**config.mk**
```make
export PLATFORM = sky130hd
export DESIGN_NAME = acs_device_flat
export DESIGN_NICKNAME = d
export VERILOG_FILES = /design/src/design/acs_pkg.sv /design/src/design/acs_link_if.sv /design/src/design/acs_device.sv /design/src/flat_wrapper.sv
export SDC_FILE = /design/constraint.sdc
export NUM_CORES = 1
export LEC_CHECK = 0
export BUFFER_PORTS_ARGS = -buffer_cell sky130_fd_sc_hd__buf_2
export CORE_MARGIN = 3
export CORE_UTILIZATION = 34
export DETAILED_ROUTE_END_ITERATION = 16
export RECOVER_POWER = 50
export SLEW_MARGIN = 20
export SYNTH_ARGS = -nofsm -noshare
export SYNTH_HDL_FRONTEND = slang
export SYNTH_SLANG_ARGS = --single-unit
export TNS_END_PERCENT = 30
```
**constraint.sdc**
```tcl
create_clock -name clk -period 3.7 [get_ports clk]
set_input_delay 0.925 -clock clk [delete_from_list [all_inputs] [get_ports clk]]
set_output_delay 0.925 -clock clk [all_outputs]
set_load 0.05 [all_outputs]
```
**src/design/acs_pkg.sv**
```systemverilog
// Purpose: Shared constants and types for the gain and calibration sequencer.
// Assumes: One clock at 250 MHz; conversion periods are counted in clock cycles.
// Notes:   Both ends refer to every item by its package-scoped name.
//
// Overview of operation
// - Gain selectable as 1, 2, 4, 8, 16.
// - Background calibration repeats until mode changes.
// - Other calibrations run once, then normal.
// - Offset and full-scale results readable afterwards.
// - Host may overwrite calibration registers; used.
// - Mode 001 starts self-calibration; ready held high.
// - Shorted-input offset: three periods, four slave.
// - Then full-scale on reference, three periods.
// - Self-calibration end clears mode to 000.
// - Three refill conversions; ready low at end of third.
// - Mode 010 starts system offset calibration.
// - Live-input offset: three periods, four slave.
// - Then mode 000, one conversion, ready low.
// - Host orders system offset before full-scale.
// - Host recalibrates after gain, boost, rate changes.
// - Host calibrates at power-on, environment changes.
// - Boost rate selectable as 1, 2, 4, 8, 16.
// - Mode 101 interleaves offset, gain, conversions.
package acs_pkg;

  // ****************************************************************
  // Command and register layout
  // ****************************************************************
  localparam int CMD_W        = 16;
  localparam int CAL_W        = 24;
  localparam int MODE_LSB     = 0;
  localparam int GAIN_LSB     = 3;
  localparam int BOOST_LSB    = 6;
  localparam int FIELD_W      = 3;
  localparam logic [2:0] SEL_MAX = 3'h4;
  localparam logic [CMD_W-1:0] CMD_RESET = 16'h0000;
  localparam logic [CAL_W-1:0] OFS_RESET = 24'h000000;
  localparam logic [CAL_W-1:0] FS_RESET  = 24'h400000;

  // Device register indices on the link.
  localparam logic [1:0] REG_CMD = 2'h0;
  localparam logic [1:0] REG_OFS = 2'h1;
  localparam logic [1:0] REG_FS  = 2'h2;
  localparam logic [1:0] REG_STA = 2'h3;

  // Host register map on the software port.
  localparam logic [3:0] HREG_CMD  = 4'h0;
  localparam logic [3:0] HREG_OFS  = 4'h1;
  localparam logic [3:0] HREG_FS   = 4'h2;
  localparam logic [3:0] HREG_STA  = 4'h3;
  localparam logic [3:0] HREG_RDAT = 4'h4;
  localparam logic [3:0] HREG_RSEL = 4'h5;

  // ****************************************************************
  // Timing
  // ****************************************************************
  localparam int CLK_MHZ       = 250;
  localparam int CONV_US       = 1;
  localparam int CONV_CYCLES   = CONV_US * CLK_MHZ;
  localparam int OFS_PERIODS   = 3;
  localparam int OFS_SLAVE     = 4;
  localparam int FS_PERIODS    = 3;
  localparam int REFILL_PERIODS = 3;
  localparam int SETTLE_PERIODS = 1;

  // ****************************************************************
  // Operation modes and input switch positions
  // ****************************************************************
  localparam logic [2:0] MODE_NORMAL = 3'h0;
  localparam logic [2:0] MODE_SELF   = 3'h1;
  localparam logic [2:0] MODE_SYSOFS = 3'h2;
  localparam logic [2:0] MODE_BG     = 3'h5;

  typedef enum logic [1:0] {
    ACS_IN_ANALOG,
    ACS_IN_SHORT,
    ACS_IN_REF
  } acs_input_t;

endpackage

```
**src/design/acs_link_if.sv**
```systemverilog
// Purpose: Register link between the host controller and the converter control.
// Assumes: Single clock; a write or read is a one-cycle strobe.
// Notes:   Read data stand in the cycle after the read strobe.
`timescale 1ns/1ps
interface acs_link_if (
  input wire logic clk
);
  logic                     wr;
  logic                     rd;
  logic [1:0]               addr;
  logic [acs_pkg::CAL_W-1:0] wdata;
  logic [acs_pkg::CAL_W-1:0] rdata;
  logic                     result_valid_n;

  modport device (input wr, input rd, input addr, input wdata,
                  output rdata, output result_valid_n);
  modport host   (output wr, output rd, output addr, output wdata,
                  input rdata, input result_valid_n);
endinterface

```
**src/design/acs_device.sv**
```systemverilog
// Purpose: Converter control end: command register, calibration sequencer, ready.
// Assumes: Conversion period is a fixed count of clock cycles.
// Notes:   Calibration results are modelled by sampling a converter data input.
`timescale 1ns/1ps
module acs_device #(
  parameter int CONV_CYCLES = acs_pkg::CONV_CYCLES
) (
  // Clock and reset.
  input  wire logic                     clk,
  input  wire logic                     rst_n,
  // Register link.
  acs_link_if.device                    link,
  // Converter side.
  input  wire logic                     slave_mode,
  input  wire logic [acs_pkg::CAL_W-1:0] conv_data,
  output      logic [2:0]               input_gain_amp,
  output      logic [2:0]               oversample_boost_rate,
  output      acs_pkg::acs_input_t      input_switch,
  output      logic                     calibrating
);

  // ****************************************************************
  // Sequencer states
  // ****************************************************************
  typedef enum logic [2:0] {
    ACS_NORMAL,
    ACS_OFS,
    ACS_FS,
    ACS_REFILL,
    ACS_SETTLE
  } acs_state_t;

  acs_state_t                  state;
  logic [acs_pkg::CMD_W-1:0]   cmd;
  logic [acs_pkg::CAL_W-1:0]   ofs_reg;
  logic [acs_pkg::CAL_W-1:0]   fs_reg;
  logic [$clog2(CONV_CYCLES)-1:0] tick_cnt;
  logic [2:0]                  per_cnt;
  logic                        tick;
  logic                        first_bg;
  logic                        period_done;
  logic [2:0]                  mode;
  logic                        mode_write;

  assign tick       = (tick_cnt == ($clog2(CONV_CYCLES))'(CONV_CYCLES - 1));
  assign mode       = cmd[acs_pkg::MODE_LSB +: acs_pkg::FIELD_W];
  assign mode_write = link.wr && (link.addr == acs_pkg::REG_CMD);

  // Conversion period timebase, free running.
  always_ff @(posedge clk) begin
    if (!rst_n || tick) begin
      tick_cnt <= '0;
    end else begin
      tick_cnt <= tick_cnt + 1'b1;
    end
  end

  // Offset phase length: slave mode adds one period, background only the first time.
  always_comb begin
    if (slave_mode && (mode != acs_pkg::MODE_BG || first_bg)) begin
      period_done = (per_cnt == 3'(acs_pkg::OFS_SLAVE - 1));
    end else begin
      period_done = (per_cnt == 3'(acs_pkg::OFS_PERIODS - 1));
    end
  end

  // Command register; the sequencer's clear of the mode field loses to a host write.
  always_ff @(posedge clk) begin
    if (!rst_n) begin
      cmd <= acs_pkg::CMD_RESET;
    end else if (mode_write) begin
      cmd <= link.wdata[acs_pkg::CMD_W-1:0];
    end else if (tick && per_cnt == 3'(acs_pkg::FS_PERIODS - 1) && state == ACS_FS
                 && mode != acs_pkg::MODE_BG) begin
      cmd[acs_pkg::MODE_LSB +: acs_pkg::FIELD_W] <= acs_pkg::MODE_NORMAL;
    end else if (tick && state == ACS_OFS && period_done && mode == acs_pkg::MODE_SYSOFS) begin
      cmd[acs_pkg::MODE_LSB +: acs_pkg::FIELD_W] <= acs_pkg::MODE_NORMAL;
    end
  end

  // Gain and boost fields saturate at code 4 (x16); codes 0..4 mean 1..16.
  always_ff @(posedge clk) begin
    if (!rst_n) begin
      input_gain_amp        <= '0;
      oversample_boost_rate <= '0;
    end else begin
      input_gain_amp <= (cmd[acs_pkg::GAIN_LSB +: 3] > acs_pkg::SEL_MAX) ?
                        acs_pkg::SEL_MAX : cmd[acs_pkg::GAIN_LSB +: 3];
      oversample_boost_rate <= (cmd[acs_pkg::BOOST_LSB +: 3] > acs_pkg::SEL_MAX) ?
                        acs_pkg::SEL_MAX : cmd[acs_pkg::BOOST_LSB +: 3];
    end
  end

  // Sequencer: phase changes happen on a conversion boundary, except the abort on a command write.
  always_ff @(posedge clk) begin
    if (!rst_n) begin
      state    <= ACS_NORMAL;
      per_cnt  <= '0;
      first_bg <= 1'b1;
    end else if (mode_write) begin
      // A new mode aborts any sequence and starts at the next boundary.
      state    <= ACS_NORMAL;
      per_cnt  <= '0;
      first_bg <= 1'b1;
    end else if (tick) begin
      per_cnt <= per_cnt + 1'b1;
      unique case (state)
        ACS_NORMAL: begin
          per_cnt <= '0;
          if (mode == acs_pkg::MODE_SELF || mode == acs_pkg::MODE_SYSOFS ||
              mode == acs_pkg::MODE_BG) begin
            state <= ACS_OFS;
          end
        end
        ACS_OFS: begin
          if (period_done) begin
            per_cnt  <= '0;
            first_bg <= 1'b0;
            state    <= (mode == acs_pkg::MODE_SYSOFS) ? ACS_SETTLE :
                        (mode == acs_pkg::MODE_BG) ? ACS_REFILL : ACS_FS;
          end
        end
        ACS_FS: begin
          if (per_cnt == 3'(acs_pkg::FS_PERIODS - 1)) begin
            per_cnt <= '0;
            state   <= ACS_REFILL;
          end
        end
        ACS_REFILL: begin
          if (per_cnt == 3'(acs_pkg::REFILL_PERIODS - 1)) begin
            per_cnt <= '0;
            // Background alternates: after offset refill go to gain, after gain refill
            // return to offset; the ready pulse of this boundary marks valid data.
            if (mode == acs_pkg::MODE_BG) begin
              state <= first_bg ? ACS_OFS : ACS_FS;
              first_bg <= ~first_bg;
            end else begin
              state <= ACS_NORMAL;
            end
          end
        end
        ACS_SETTLE: begin
          per_cnt <= '0;
          state   <= ACS_NORMAL;
        end
      endcase
    end
  end

  // Input switch and calibration flag follow the phase. The flag covers only the offset
  // and full-scale phases, so a ready pulse at the end of a refill never overlaps it.
  always_ff @(posedge clk) begin
    if (!rst_n) begin
      input_switch <= acs_pkg::ACS_IN_ANALOG;
      calibrating  <= 1'b0;
    end else begin
      calibrating <= (state == ACS_OFS) || (state == ACS_FS);
      if (state == ACS_OFS && mode != acs_pkg::MODE_SYSOFS) begin
        input_switch <= acs_pkg::ACS_IN_SHORT;
      end else if (state == ACS_FS) begin
        input_switch <= acs_pkg::ACS_IN_REF;
      end else begin
        input_switch <= acs_pkg::ACS_IN_ANALOG;
      end
    end
  end

  // Calibration registers: result captured at phase end; host writes take priority.
  always_ff @(posedge clk) begin
    if (!rst_n) begin
      ofs_reg <= acs_pkg::OFS_RESET;
      fs_reg  <= acs_pkg::FS_RESET;
    end else begin
      if (link.wr && link.addr == acs_pkg::REG_OFS) begin
        ofs_reg <= link.wdata;
      end else if (tick && state == ACS_OFS && period_done && !mode_write) begin
        ofs_reg <= conv_data;
      end
      if (link.wr && link.addr == acs_pkg::REG_FS) begin
        fs_reg <= link.wdata;
      end else if (tick && state == ACS_FS && !mode_write &&
                   per_cnt == 3'(acs_pkg::FS_PERIODS - 1)) begin
        fs_reg <= conv_data;
      end
    end
  end

  // Read port, data in the cycle after the strobe.
  always_ff @(posedge clk) begin
    if (!rst_n) begin
      link.rdata <= '0;
    end else if (link.rd) begin
      unique case (link.addr)
        acs_pkg::REG_CMD: link.rdata <= acs_pkg::CAL_W'(cmd);
        acs_pkg::REG_OFS: link.rdata <= ofs_reg;
        acs_pkg::REG_FS:  link.rdata <= fs_reg;
        acs_pkg::REG_STA: link.rdata <= acs_pkg::CAL_W'({state != ACS_NORMAL, 2'(input_switch)});
      endcase
    end
  end

  // Ready pulses low for one cycle at each boundary with valid data only: every normal
  // period, the boundary that ends the settle period and the one that ends a refill.
  always_ff @(posedge clk) begin
    if (!rst_n) begin
      link.result_valid_n <= 1'b1;
    end else begin
      link.result_valid_n <= ~(tick && !mode_write &&
                               (((state == ACS_NORMAL || state == ACS_SETTLE) &&
                                 mode == acs_pkg::MODE_NORMAL) ||
                                (state == ACS_REFILL &&
                                 per_cnt == 3'(acs_pkg::REFILL_PERIODS - 1))));
    end
  end

endmodule

```
**src/flat_wrapper.sv**
```systemverilog
// flat-port wrapper written by rule: the top's interface ports become plain ports
module acs_device_flat 
#(
  parameter int CONV_CYCLES = acs_pkg::CONV_CYCLES
)
  (clk, rst_n, slave_mode, conv_data, input_gain_amp, oversample_boost_rate, input_switch, calibrating, link_wr, link_rd, link_addr, link_wdata, link_rdata, link_result_valid_n);
  acs_link_if link_i (.clk(clk));
  input  wire logic clk;
  input  wire logic rst_n;
  input  wire logic slave_mode;
  input  wire logic [acs_pkg::CAL_W-1:0] conv_data;
  output      logic [2:0] input_gain_amp;
  output      logic [2:0] oversample_boost_rate;
  output      acs_pkg::acs_input_t input_switch;
  output      logic calibrating;
  input wire logic [$bits(link_i.wr)-1:0] link_wr;
  input wire logic [$bits(link_i.rd)-1:0] link_rd;
  input wire logic [$bits(link_i.addr)-1:0] link_addr;
  input wire logic [$bits(link_i.wdata)-1:0] link_wdata;
  output wire logic [$bits(link_i.rdata)-1:0] link_rdata;
  output wire logic [$bits(link_i.result_valid_n)-1:0] link_result_valid_n;
  assign link_i.wr = link_wr;
  assign link_i.rd = link_rd;
  assign link_i.addr = link_addr;
  assign link_i.wdata = link_wdata;
  assign link_rdata = link_i.rdata;
  assign link_result_valid_n = link_i.result_valid_n;
  acs_device #(.CONV_CYCLES(CONV_CYCLES)) u_core (.clk(clk), .rst_n(rst_n), .link(link_i), .slave_mode(slave_mode), .conv_data(conv_data), .input_gain_amp(input_gain_amp), .oversample_boost_rate(oversample_boost_rate), .input_switch(input_switch), .calibrating(calibrating));
endmodule
```
==> results by group <==
Setup path
  • Buf/Inv on CP: 3
  • Slowest CP cell: clkbuf_2
  • WS Path Type: in2reg
  • Crit end category: register
  • Worst Path Max Fanout: between 60 and 70
  • CP Data Required Time: around 4 ns
  • CP max stage delay: about 0.8 ns
  • Type of origin of the critical path: input port
  • Worst path cell trace: clkbuf_1 -> inv_1 -> clkbuf_2 -> a311oi_1
  • Largest delay contributor family on the critical path: buffers and inverters
  • Flop-to-flop setup slack: 1.28 ns
  • CP arrival: 3.01 ns

Route
  • Routed vias/inst: about 5.5
  • DRC viols: 0
  • Iteration-0 DRC Markers: around 380
  • Routed Antenna Nets: 0
  • Routed WL: 14200 um
  • DRT Pass-1 Iters: 5
  • DR WL/cell: roughly 17 um
  • Vias: 4642

Floorplan
  • Die area: 16200 um2
  • I/O pin cnt: 89
  • Initial Util: between 30% and 40%
  • # rows: 43
  • Core footprint: 14100 um2
  • Die height: approximately 130 um
  • Die X-Extent: 127 um

Yosys
  • Syn Nets: 642
  • EDFF count, synth: 0
  • Share of flip-flops with an asynchronous set or reset: 0%
  • Seq/Total Area, Yosys: 45.3%
  • #FFs+latches synth: about 110
  • Area leader, netlist: dfxtp_1
  • Synth Cell Area: between 4000 and 5000 um2
  • Avg Cell Area, Syn: around 8.6 um2
  • Top FF cell, synth: dfxtp_1
  • Synth area leaders: dfxtp_1, mux2i_1, nand2_1
  • Yosys warns: 0
  • Synth top area share: a little under half
  • Cell variety after synth: 48
  • Post-Synthesis Cells: between 500 and 600

Layout
  • Storage element area: 2260 um2
  • Final Util: between 40% and 50%
  • N_diodes: 0
  • Multi-input gate area: roughly 2500 um2
  • Nets: between 700 and 800
  • Layout cells sized above 1: around 16%
  • Fill cell count: ~1400
  • Area growth syn-to-layout: 24.9%

Global routing
  • Total GRT Usage: between 10% and 20%
  • Vias in the first global route: 4477
  • Largest net degree at the start of global routing: slightly below 70
  • Initial antenna violation count: 0
  • Global-route wire length before repair: 22800 um
  • Gr ovfl total: 0

STA
  • Fin crit share: approximately 74%
  • # setup viols final: 0
  • Tmin final: between 2 and 3 ns
  • Unrepaired setup endpoints after global routing: false
  • Max-slew violation total from the final report: 0
  • TNS Setup: 0 ns
  • Clock skew: between 0.008 and 0.009 ns
  • Fmax: around 0.37 GHz
  • Final hold viol count: 0
  • Least-Margin Pin Slew: between 1 and 1.5 ns
  • Worst slew margin: under 10%

Placement
  • Port Buf Inserts: 88
  • Final HPWL DP: 9650 um
  • Gp weighted congestion: 0.878

Clock network
  • Clock sink total: roughly 110
  • Max clock buf depth: 2
  • H-tree Lvls: 4
  • Latest clock arrival within the worst-skew pair: a little over 0.4 ns
  • Root Buffer: clkbuf_16
  • Hold-fix buffers at CTS: 0
  • Postcts setup bufs: 0
  • CTS tree: yes
  • PostCTS Resize Cnt: 0
  • Clock buffer count from CTS: 17
  • Worst-path clk slew: 0.05 ns

Outcome
  • Status: finished clean

Worst hold path
  • Hold crit path type: reg2reg

Power and ir drop
  • Pwr Density: ~560 nW/um2
  • Leakage: 0.00253 uW
  • IR drop worst, VDD: 342 uV
  • Tot Pwr: around 3500 uW

Run
  • Max-cap violations: 0
[cell usage after synthesis (2+ instances only)]
cell type / number
a211oi_1: 21
a21oi_1: 29
a22o_1: 4
a22oi_1: 10
a311oi_1: 25
a31oi_1: 4
and2_1: 2
and3_1: 5
buf_1: 7
buf_2: 3
buf_4: 3
clkbuf_1: 32
dfxtp_1: 113
ha_1: 5
inv_1: 5
mux2i_1: 41
mux4_2: 3
nand2_1: 85
nand2b_1: 5
nand3_1: 30
nor2_1: 78
nor2b_1: 4
nor3_1: 6
nor3b_1: 6
nor4_1: 2
o21ai_0: 25
o22ai_1: 2
or3b_2: 2
xnor2_1: 4
xor2_1: 3
[cells by family (layout without fill, tap and decap cells)]
family | count (synthesis) | count (layout) | synth area share (%)
AO/OA/AOI/OAI | 127 | 127 | 17.3
flip-flops | 113 | 113 | 45.3
multiplexers | 44 | 44 | 9.57
buffers and inverters | 51 | 137 | 4.16
XOR/XNOR | 7 | 7 | 1.23
AND/OR/NAND/NOR | 235 | 235 | 21.2
adder cells (fa/ha/maj) | 5 | 5 | 1.25
[worst paths after layout]
path / start / end / depth (start not counted)
worst max-delay path: rst_n / u_core.fs_reg[9] / 4
worst min register to register: u_core.cmd[15] / u_core.cmd[15] / 2
worst min-delay path: u_core.cmd[15] / u_core.cmd[15] / 2
worst max register to register: u_core.per_cnt[0] / u_core.fs_reg[9] / 7
[worst reg2reg max path: cells and delay by family, from the launching register on]
kind,cells,cell delay (ns)
simple gates,3,0.50
flops,1,0.33
fa+ha+maj,1,0.16
buf+inv,1,0.06
compound gates,2,1.25
[metrics by stage]
step                hold WS (ns)  setup slack (ns)  instance area, um2  cells
floorplan                  0.433              1.30                4990    582
global placement           0.448             0.864                5590    816
detailed placement         0.456             0.795                5590    816
CTS                        0.462              1.18                6280    848
global route               0.485             0.761                6230    848
finish                     0.459             0.964                6230    848
[power breakdown]
part           leakage, uW  switching [uW]  internal [uW]
Combinational      0.00126             195           88.1
Sequential        0.000921            27.1           1260
Clock             0.000343             556           1350
[layer usage]
layer / wire (um) / vias up / track usage, %
met4: 174 / 0 / 4.61
met2: 6530 / 171 / 28.2
met5: 0 / - / 0
met3: 1000 / 19 / 5.35
li1: - / 2222 / -
met1: 6450 / 2230 / 23.5
[layout make-up]
type                            instances  area share [%]
Tap cell                              180            3.61
Inverter                                5           0.301
Sequential cell                       113            36.3
Multi-Input combinational cell        418            40.9
Clock buffer                           23            7.99
Timing Repair Buffer                  100            7.71
Clock inverter                          9            3.19
[cell usage in the layout (no fill, tap or decap), drive strengths merged, types with 5 or more instances in the layout]
cell and count:
nor3b 6, buf 63, and3 6, a22oi 10
ha 5, nand2 85, nand2b 5, mux2i 41
inv 5, bufinv 6, a211oi 21, a311oi 25
dfxtp 113, a21oi 29, o21ai 25, nand3 30
nor2 78, nor3 6, clkbuf 60
(Power assumes the default switching activity.)
